<file path="src/design/asrc_consts.vh">
// Operation
// - Both strobes low start; either high ends
// - Write strobe stays high throughout reads
// - Address valid before select falls; the sequencer sets address and select on the same clock edge
// - Clear: clear and select low, min 10 ns
// - Strobe high, select, address before clear; select and address change on the same clock edge that starts clear
// - Strobe high 8 ns after clear ends
// - Address held 10 ns after clear ends
`ifndef ASRC_CONSTS_VH
`define ASRC_CONSTS_VH
`define ASRC_CLK_NS 10
`define ASRC_ADDR_W 10
`define ASRC_DATA_W 4
// timing figures in ns
`define ASRC_CLEAR_PULSE_MIN_NS 10
`define ASRC_WSTROBE_HOLD_AFTER_CLEAR_NS 8
`define ASRC_ADDR_HOLD_AFTER_CLEAR_NS 10
`define ASRC_ACCESS_NS 10
`define ASRC_WRITE_PULSE_NS 6
`define ASRC_SETUP_NS 2
`define ASRC_HOLD_NS 2
// least times, rounded up to cycles
`define ASRC_CYC(ns) ((((ns) + `ASRC_CLK_NS - 1) / `ASRC_CLK_NS) < 1 ? 1 : (((ns) + `ASRC_CLK_NS - 1) / `ASRC_CLK_NS))
`define ASRC_CLEAR_CYC `ASRC_CYC(`ASRC_CLEAR_PULSE_MIN_NS)
`define ASRC_WHOLD_CYC `ASRC_CYC(`ASRC_WSTROBE_HOLD_AFTER_CLEAR_NS)
`define ASRC_AHOLD_CYC `ASRC_CYC(`ASRC_ADDR_HOLD_AFTER_CLEAR_NS)
`define ASRC_ACCESS_CYC `ASRC_CYC(`ASRC_ACCESS_NS)
`define ASRC_WPULSE_CYC `ASRC_CYC(`ASRC_WRITE_PULSE_NS)
`define ASRC_SETUP_CYC `ASRC_CYC(`ASRC_SETUP_NS)
`define ASRC_HOLD_CYC `ASRC_CYC(`ASRC_HOLD_NS)
// read data needs the synchroniser depth on top of the access time
`define ASRC_SYNC_MARGIN_CYC 4
// operation codes
`define ASRC_OP_READ 2'h0
`define ASRC_OP_WRITE 2'h1
`define ASRC_OP_CLEAR 2'h2
`endif

</file>
<file path="src/design/asrc_sync.v">
`timescale 1ns/1ps
`default_nettype none
// three-stage synchroniser; change accepted once stages two and three agree
module asrc_sync #(
  parameter W = 4
) (
  // clock and reset
  input wire clk,
  input wire reset_n,
  // data
  input wire [W-1:0] din,
  output reg [W-1:0] dout
);
  reg [W-1:0] s1_r;
  reg [W-1:0] s2_r;
  reg [W-1:0] s3_r;
  always @(posedge clk) begin
    if (!reset_n) begin
      s1_r <= {W{1'b0}};
      s2_r <= {W{1'b0}};
      s3_r <= {W{1'b0}};
      dout <= {W{1'b0}};
    end else begin
      s1_r <= din;
      s2_r <= s1_r;
      s3_r <= s2_r;
      if (s2_r == s3_r) begin
        dout <= s3_r;
      end
    end
  end
endmodule // asrc_sync
`default_nettype wire

</file>
<file path="src/design/asrc_ctrl.v">
`timescale 1ns/1ps
`default_nettype none
`include "asrc_consts.vh"
module asrc_ctrl #(
  parameter AW = `ASRC_ADDR_W,
  parameter DW = `ASRC_DATA_W
) (
  // clock and reset
  input wire clk,
  input wire reset_n,
  // user request
  input wire req_valid,
  output wire req_ready,
  input wire [1:0] req_op,
  input wire [AW-1:0] req_addr,
  input wire [DW-1:0] req_wdata,
  // user answer
  output wire rsp_valid,
  output wire [DW-1:0] rsp_rdata,
  // memory pins
  output wire mem_cs_n,
  output wire mem_we_n,
  output wire mem_oe_n,
  output wire array_clear_n,
  output wire [AW-1:0] mem_addr,
  output wire [DW-1:0] mem_din,
  input wire [DW-1:0] mem_dout
);
  // sequencer states
  localparam [2:0] ST_IDLE = 3'h0;
  localparam [2:0] ST_SETUP = 3'h1;
  localparam [2:0] ST_STROBE = 3'h2;
  localparam [2:0] ST_HOLD = 3'h3;
  localparam [2:0] ST_READ = 3'h4;
  localparam [2:0] ST_CLEAR = 3'h5;
  localparam [2:0] ST_RECOVER = 3'h6;

  // least times in whole cycles
  localparam integer SETUP_I = `ASRC_SETUP_CYC;
  localparam integer WPULSE_I = `ASRC_WPULSE_CYC;
  localparam integer HOLD_I = `ASRC_HOLD_CYC;
  localparam integer READ_I = `ASRC_ACCESS_CYC + `ASRC_SYNC_MARGIN_CYC;
  // two pulse widths to cover the two-cycle clear
  localparam integer CLEAR_I = 2 * `ASRC_CLEAR_CYC;
  localparam integer WHOLD_I = `ASRC_WHOLD_CYC;
  localparam integer AHOLD_I = `ASRC_AHOLD_CYC;
  // recovery must cover the longer of the two after-clear holds
  localparam integer RECOVER_I = (WHOLD_I > AHOLD_I) ? WHOLD_I : AHOLD_I;
  // cut to the counter width on purpose; every count is far below 256
  localparam [7:0] C_SETUP = SETUP_I[7:0];
  localparam [7:0] C_WPULSE = WPULSE_I[7:0];
  localparam [7:0] C_HOLD = HOLD_I[7:0];
  localparam [7:0] C_READ = READ_I[7:0];
  localparam [7:0] C_CLEAR = CLEAR_I[7:0];
  localparam [7:0] C_RECOVER = RECOVER_I[7:0];

  reg [2:0] state_r;
  reg [2:0] state_nxt;
  reg [7:0] cnt_r;
  reg [7:0] cnt_nxt;
  reg rsp_valid_r;
  reg rsp_valid_nxt;
  reg [DW-1:0] rsp_rdata_r;
  reg [DW-1:0] rsp_rdata_nxt;
  reg cs_n_r;
  reg cs_n_nxt;
  reg we_n_r;
  reg we_n_nxt;
  reg oe_n_r;
  reg oe_n_nxt;
  reg clr_n_r;
  reg clr_n_nxt;
  reg [AW-1:0] addr_r;
  reg [AW-1:0] addr_nxt;
  reg [DW-1:0] din_r;
  reg [DW-1:0] din_nxt;
  wire [7:0] cnt_inc;
  wire [DW-1:0] dout_sync;

  // one decode of the request code, shared by the state and pin choice
  function [2:0] op_to_state;
    input [1:0] op;
    begin
      case (op)
        `ASRC_OP_WRITE: begin
          op_to_state = ST_SETUP;
        end
        `ASRC_OP_CLEAR: begin
          op_to_state = ST_CLEAR;
        end
        default: begin
          // the spare code reads, so no request can stall the sequencer
          op_to_state = ST_READ;
        end
      endcase
    end
  endfunction

  // read data comes from pins, so it crosses into clk first
  asrc_sync #(.W(DW)) u_sync (
    .clk(clk),
    .reset_n(reset_n),
    .din(mem_dout),
    .dout(dout_sync)
  );

  assign cnt_inc = cnt_r + 8'h01;
  assign req_ready = (state_r == ST_IDLE);
  assign rsp_valid = rsp_valid_r;
  assign rsp_rdata = rsp_rdata_r;
  assign mem_cs_n = cs_n_r;
  assign mem_we_n = we_n_r;
  assign mem_oe_n = oe_n_r;
  assign array_clear_n = clr_n_r;
  assign mem_addr = addr_r;
  assign mem_din = din_r;

  always @* begin
    state_nxt = state_r;
    cnt_nxt = cnt_r;
    rsp_valid_nxt = 1'b0;
    rsp_rdata_nxt = rsp_rdata_r;
    cs_n_nxt = cs_n_r;
    we_n_nxt = we_n_r;
    oe_n_nxt = oe_n_r;
    clr_n_nxt = clr_n_r;
    addr_nxt = addr_r;
    din_nxt = din_r;
    case (state_r)
      ST_IDLE: begin
        cs_n_nxt = 1'b1;
        // strobe stays high into any clear, so nothing is stored then
        we_n_nxt = 1'b1;
        oe_n_nxt = 1'b1;
        clr_n_nxt = 1'b1;
        if (req_valid) begin
          // address placed with or before select falls
          addr_nxt = req_addr;
          din_nxt = req_wdata;
          cnt_nxt = 8'h00;
          cs_n_nxt = 1'b0;
          state_nxt = op_to_state(req_op);
          case (op_to_state(req_op))
            ST_CLEAR: begin
              // select low and address valid at clear start
              clr_n_nxt = 1'b0;
            end
            ST_READ: begin
              // write strobe stays high for the whole read
              oe_n_nxt = 1'b0;
            end
            default: begin
              // write strobe opens a cycle later so the address leads it
              we_n_nxt = 1'b1;
            end
          endcase
        end
      end
      ST_SETUP: begin
        // address settles before the write opens
        if (cnt_inc >= C_SETUP) begin
          we_n_nxt = 1'b0;
          cnt_nxt = 8'h00;
          state_nxt = ST_STROBE;
        end else begin
          cnt_nxt = cnt_inc;
        end
      end
      ST_STROBE: begin
        // data already stable; strobe rise ends the write
        if (cnt_inc >= C_WPULSE) begin
          we_n_nxt = 1'b1;
          cnt_nxt = 8'h00;
          state_nxt = ST_HOLD;
        end else begin
          cnt_nxt = cnt_inc;
        end
      end
      ST_HOLD: begin
        // data and address held past the ending edge
        if (cnt_inc >= C_HOLD) begin
          cs_n_nxt = 1'b1;
          rsp_valid_nxt = 1'b1;
          state_nxt = ST_IDLE;
        end else begin
          cnt_nxt = cnt_inc;
        end
      end
      ST_READ: begin
        // wait access time plus the synchroniser depth
        if (cnt_r >= C_READ) begin
          rsp_rdata_nxt = dout_sync;
          rsp_valid_nxt = 1'b1;
          cs_n_nxt = 1'b1;
          oe_n_nxt = 1'b1;
          state_nxt = ST_IDLE;
        end else begin
          cnt_nxt = cnt_inc;
        end
      end
      ST_CLEAR: begin
        if (cnt_inc >= C_CLEAR) begin
          clr_n_nxt = 1'b1;
          cnt_nxt = 8'h00;
          state_nxt = ST_RECOVER;
        end else begin
          cnt_nxt = cnt_inc;
        end
      end
      ST_RECOVER: begin
        // keep strobe high and address frozen after clear
        if (cnt_inc >= C_RECOVER) begin
          cs_n_nxt = 1'b1;
          rsp_valid_nxt = 1'b1;
          state_nxt = ST_IDLE;
        end else begin
          cnt_nxt = cnt_inc;
        end
      end
      default: begin
        state_nxt = ST_IDLE;
      end
    endcase
  end

  always @(posedge clk) begin
    if (!reset_n) begin
      state_r <= ST_IDLE;
      cnt_r <= 8'h00;
      rsp_valid_r <= 1'b0;
      rsp_rdata_r <= {DW{1'b0}};
      cs_n_r <= 1'b1;
      we_n_r <= 1'b1;
      oe_n_r <= 1'b1;
      clr_n_r <= 1'b1;
      addr_r <= {AW{1'b0}};
      din_r <= {DW{1'b0}};
    end else begin
      state_r <= state_nxt;
      cnt_r <= cnt_nxt;
      rsp_valid_r <= rsp_valid_nxt;
      rsp_rdata_r <= rsp_rdata_nxt;
      cs_n_r <= cs_n_nxt;
      we_n_r <= we_n_nxt;
      oe_n_r <= oe_n_nxt;
      clr_n_r <= clr_n_nxt;
      addr_r <= addr_nxt;
      din_r <= din_nxt;
    end
  end
endmodule // asrc_ctrl
`default_nettype wire

</file>
<file path="config.mk">
export PLATFORM = sky130hd
export DESIGN_NAME = asrc_ctrl
export DESIGN_NICKNAME = d
export VERILOG_FILES = /design/src/design/asrc_sync.v /design/src/design/asrc_ctrl.v
export VERILOG_INCLUDE_DIRS = /design/src /design/src/design
export SDC_FILE = /design/constraint.sdc
export NUM_CORES = 1
export LEC_CHECK = 0
export CAP_MARGIN = 20
export CORE_AREA = 2 2 96 98
export CTS_CLUSTER_SIZE = 25
export DETAILED_ROUTE_END_ITERATION = 10
export DIE_AREA = 0 0 98 100
export DONT_BUFFER_PORTS = 1
export PLACE_DENSITY_LB_ADDON = 0.12
export SLEW_MARGIN = 30
export SYNTH_ARGS = -nofsm -noshare
export SYNTH_HDL_FRONTEND = slang
export SYNTH_SLANG_ARGS = --single-unit
</file>
<file path="constraint.sdc">
create_clock -name clk -period 2.8 [get_ports clk]
set_clock_uncertainty 0.15 [all_clocks]
set_input_delay 0.14 -clock clk [delete_from_list [all_inputs] [get_ports clk]]
set_output_delay 0.14 -clock clk [all_outputs]
set_load 0.01 [all_outputs]
</file>
======== Word level (Yosys, flattened, before mapping) ========
Index checks and enable logic that the tools add are counted.
operators by class
  $add $sub $neg .......................... 1
  $lt $le $gt $ge ......................... 3
  equal/unequal tests ..................... 19
  muxes and demuxes ....................... 31
  reduce and logical (&&, ||, !) cells .... 16
operator list
  kind                   count
  $mux W8                5
  $pmux W8 S5            1
  $mux W3                7
  $pmux W3 S6            1
  $eq A3 B3 Y1 const B   5
  $ne A2 B2 Y1 const B   7
  $mux W1                11
  $add A8 B1 Y8 const B  1
  $ge A8 B1 Y1 const B   1
  $ge A8 B2 Y1 const B   1
  $ge A8 B3 Y1 const B   1
  $reduce_and A2 Y1      4
  $eq A3 B2 Y1 const B   2
  $pmux W1 S2            3
  $pmux W1 S3            2
  $pmux W3 S2            1
  $reduce_and A3 Y1      2
  $reduce_and A6 Y1      1
  $reduce_bool A3 Y1     2
  $reduce_bool A5 Y1     1
  $eq A4 B4 Y1           1
  $reduce_and A4 Y1      1
  $reduce_bool A2 Y1     2
  $reduce_or A2 Y1       2
  5 further kinds        5
storage, ports and cells
  bits in registers ....................... 50
  input port bits ......................... 23

======== Longest topological paths before layout ========
  depth in word-level cells ............... 8
  mapped depth ............................ 8

======== Cells and area by module ========
From an unflattened synthesis, not the netlist that was laid out.
second synthesis, totals
  cells, all modules ...................... 275
  area, all modules ....................... 2373.5 µm²
modules (own cells, without submodules)
  module     area each (µm²)  times used  sequential area each (µm²)  cells each
  asrc_ctrl  1844.3           1           680.7                       228
  asrc_sync  529.3            1           320.3                       47

======== Worst setup path after synthesis ========
Ideal clock, no wire load.
  path type ............................... reg-to-reg
  start point ............................. register cnt_r[1]
  end point ............................... register state_r[0]
  slack ................................... 620 ps
  data required time ...................... 2522 ps
  setup time .............................. 128 ps
  period minus slack after synthesis ...... 2180 ps
  cell stages (with the launch flop) ...... 9
  arrival time ............................ 1902 ps
  cell sequence ........................... dfxtp_1 -> inv_1 -> ha_1 -> nand2b_1 -> a2111oi_4 -> a21oi_1 -> o32ai_1 -> mux2i_1 -> nor2_1
between the ends
  longest elaborated chain between the ends .. 4
  elaborated cells between the ends (all ways) .. 10
  those cells by class .................... add/sub (1); order compare (3); eq/ne (5); reduce/logical (1)
ends and longest elaborated chain
  element                                                        RTL line         text
  start, declared                                                asrc_ctrl.v:59   reg [7:0] cnt_r;
  start signal, assigned                                         asrc_ctrl.v:240  cnt_r <= cnt_nxt;
  $add A8 B1 Y8                                                  asrc_ctrl.v:107  assign cnt_inc = cnt_r + 8'h01;
  $ge A8 B2 Y1 / $ge A8 B1 Y1 (equally long branches)            n/a
  $ne A2 B2 Y1 (no line) / $ne A2 B1 Y1 (equally long branches)  n/a
  $reduce_and A6 Y1 (no line) *                                  n/a
  end signal, assigned                                           asrc_ctrl.v:239  state_r <= state_nxt;
  end, declared                                                  asrc_ctrl.v:57   reg [2:0] state_r;
Every way passes the cells marked *; elsewhere a longest branch is shown, timed or not.
A chain may end at the register's enable or synchronous reset.

======== Worst setup path after layout ========
Ends and elaborated chain as after synthesis.

==> flow_metrics.tcl <==
set metrics [dict create \
    cts.sinks 50 \
    hold_path_depth 2 \
    p_per_area_nw_per_um2 764 \
    async_flop_share_pct 0 \
    fin_area_um2 2650 \
    core_um2 8890 \
    clk_pin_slew_ns 0.10 \
    postSynthCellCount 247 \
    cap_viol_max_count 0 \
    p_int_w 0.00131 \
    synth_edf_count 0 \
    grt_usage_pct 11.2 \
    vias 1706 \
    tightest_slew_ns 0.801 \
    gr-total-overflow 0 \
    ctsHoldBuffers 20 \
    crit_path_start_kind "flip-flop" \
    clockPowerShare_pct 27.3 \
    cp.depth 8 \
    ys_seq_elements 50 \
    ys_warn_count 0 \
    multi_input_area_um2 1110 \
    n_antenna_cell 0 \
    critPathMaxStageDelay_ns 0.43 \
    std_cell_rows 35 \
    period_share_pct 86.4 \
    slew_headroom_pct 46.6 \
    finalCriticalPeriod_ns 2.42 \
    cts-buffers-inserted 5 \
    cts-resized-gates 0 \
    hpwl_mm 3.63 \
    rsz0062_at_grt "false" \
    postCtsSetupBuffers 0 \
    setup_viol 0 \
    worstPathCellList "inv_1 -> ha_1 -> nand2b_1 -> a2111oi_4 -> a21oi_1 -> o32ai_1 -> mux2i_1 -> nor2_1" \
    critPathBufInv 1 \
    finalNetCount 295 \
    drive_above_1_share_pct 7.87 \
    clock_latency_ns 0.30 \
    drt_iter0_drc 72 \
    crit_path_end_kind "flip-flop" \
    final_max_slew_viol_count 0 \
    syn_area_um2 2200 \
    fin_tns_setup_ns 0 \
    place_area_um2 2330 \
    numPortBuffers 0 \
    antenna_found_initial 0 \
    slowest_stage "dfxtp_1" \
    power.net_switching_w 0.000708 \
    die-area_um2 9800 \
    drt-total-wl_mm 5.31 \
    rr_worst_depth 8 \
    required_ns 2.82 \
    p_comb_share_pct 27.7 \
    grt_pass1_wl_mm 8.76 \
    via_per_inst 4.51 \
    max-vdd-ir-drop_v 0.000260 \
    clock_path_buffers 2 \
    htree_levels 2 \
    chipWidth_um 98 \
    p_seq_share_pct 45.0 \
    switching_share_pct 35.0 \
    area_growth_pct 20.1 \
    total_power_w 0.00202 \
    fmax_ghz 0.413 \
    path_class "flip-flop to flip-flop" \
    crit_family "compound AO/OA/AOI/OAI gates" \
    drtAntennaViolNets 0 \
    nFillCells 956 \
    status "finished, final reports clean" \
    drc 0 \
    initial_core_util_pct 24.8 \
    yosysSeqAreaShare_pct 45.4 \
    detail_route.wl_per_cell_um 14.1 \
    leakage_nw 1.04 \
    root_buffer "clkbuf_8" \
    place.gp.congestion 0.729 \
    grt_pass1_vias 1670 \
    ff_latch_area_um2 1000 \
    final_hold_viol_count 0 \
    pin_count 47 \
    grt_max_degree 24 \
    ys_top_cells_by_area "dfxtp_1, nand2_1, and2_1" \
    yosysTopAreaCell "dfxtp_1" \
    cts_tree "built" \
    ys.flop_type "dfxtp_1" \
    synth_top_cell_area_share_pct 45.4 \
    syn_area_per_cell_um2 8.93 \
    die_h_um 100 \
    cp_data_arrival_time_ns 2.44 \
    first_pass_iters 4 \
    ys_types 46 \
    crit_fanout 6 \
    syn_nets 276 \
    hold_class "primary input to flip-flop" \
]
## placed cells by master (no fill, tap or decap), types with 3 or more instances in the layout
master / count
clkbuf_8: 6
ha_1: 6
dlygate4sd3_1: 20
o21ai_0: 6
nand3_1: 8
a21oi_1: 21
nand2_1: 35
xor2_1: 5
nand2b_1: 4
buf_4: 5
o211ai_1: 3
nor2_1: 22
inv_1: 9
mux2i_1: 10
and2_1: 19
dfxtp_1: 50
## Yosys cell counts, types with 2 or more instances
library cell / number
ha_1: 6
nand3_1: 8
o21bai_1: 2
and2_1: 19
dfxtp_1: 50
buf_2: 5
mux2i_1: 10
xnor2_1: 2
nand2_1: 35
a31oi_1: 2
clkbuf_1: 8
or3_1: 2
a21oi_1: 21
xor2_1: 5
nor2_1: 22
o21ai_0: 6
o211ai_1: 3
o31a_1: 2
inv_1: 9
nand2b_1: 4
## flip-flops by register name, indices dropped and copies added, names as in the netlist
name and count:
mem_addr 10, u_sync.s1_r 4, mem_cs_n 1, rsp_rdata 4
rsp_valid 1, u_sync.s2_r 4, array_clear_n 1, u_sync.s3_r 4
state_r 3, mem_oe_n 1, mem_we_n 1, cnt_r 8
mem_din 4, u_sync.dout 4
## final timing paths
check | start | end | slack (ns)
setup / recovery | cnt_r[1] | state_r[0] | 0.38
hold / removal | req_valid | state_r[1] | 0.03
setup reg to reg | cnt_r[1] | state_r[0] | 0.38
hold reg to reg | u_sync.s1_r[1] | u_sync.s2_r[1] | 0.30
## metal layers
layer,wire (um),up-vias,GRT usage (%)
li1,-,883,-
met1,2480,795,14.5
met2,2580,23,18.7
met3,203,5,2.72
met4,48,0,2.88
met5,0,-,0
## power groups by stage
| stage | clock [W] | sequential [W] | combinational (W) |
|---|---|---|---|
| 2_1_floorplan | 0 | 0.000872 | 0.000455 |
| 3_3_place_gp | 0 | 0.000932 | 0.000541 |
| 3_5_place_dp | 0 | 0.000928 | 0.000541 |
| 4_1_cts | 0.000579 | 0.000913 | 0.000570 |
| 5_1_grt | 0.000602 | 0.000924 | 0.000642 |
| 6_report | 0.000551 | 0.000911 | 0.000560 |
## cells by family after synthesis
kind of cell	Yosys count	share of synthesized area [%]
xor+xnor	7	2.78
compound gates	52	17.9
buf+inv	22	4.03
flops	50	45.4
mux	10	4.54
simple gates	100	22.0
fa+ha+maj	6	3.41
## through the flow
stage	setup WS, ns	hold slack, ns	cells	utilization (%)
2_1_floorplan	0.620	0.112	247	-
3_3_place_gp	0.426	0.0578	350	26.2
3_5_place_dp	0.380	0.0657	350	26.2
4_1_cts	0.354	0.0229	378	29.8
5_1_grt	0.130	0.0390	378	29.8
6_report	0.381	0.0284	378	29.8
## cell type report
type	instances	area share, %
repair buffers	25	8.98
clock inverters	2	1.47
flip-flops and latches	50	37.8
multi-input cells	175	42.1
inverters	9	1.28
well taps	111	5.25
clock buffers	6	3.12
No activity file was read; power rests on OpenSTA's default activity.
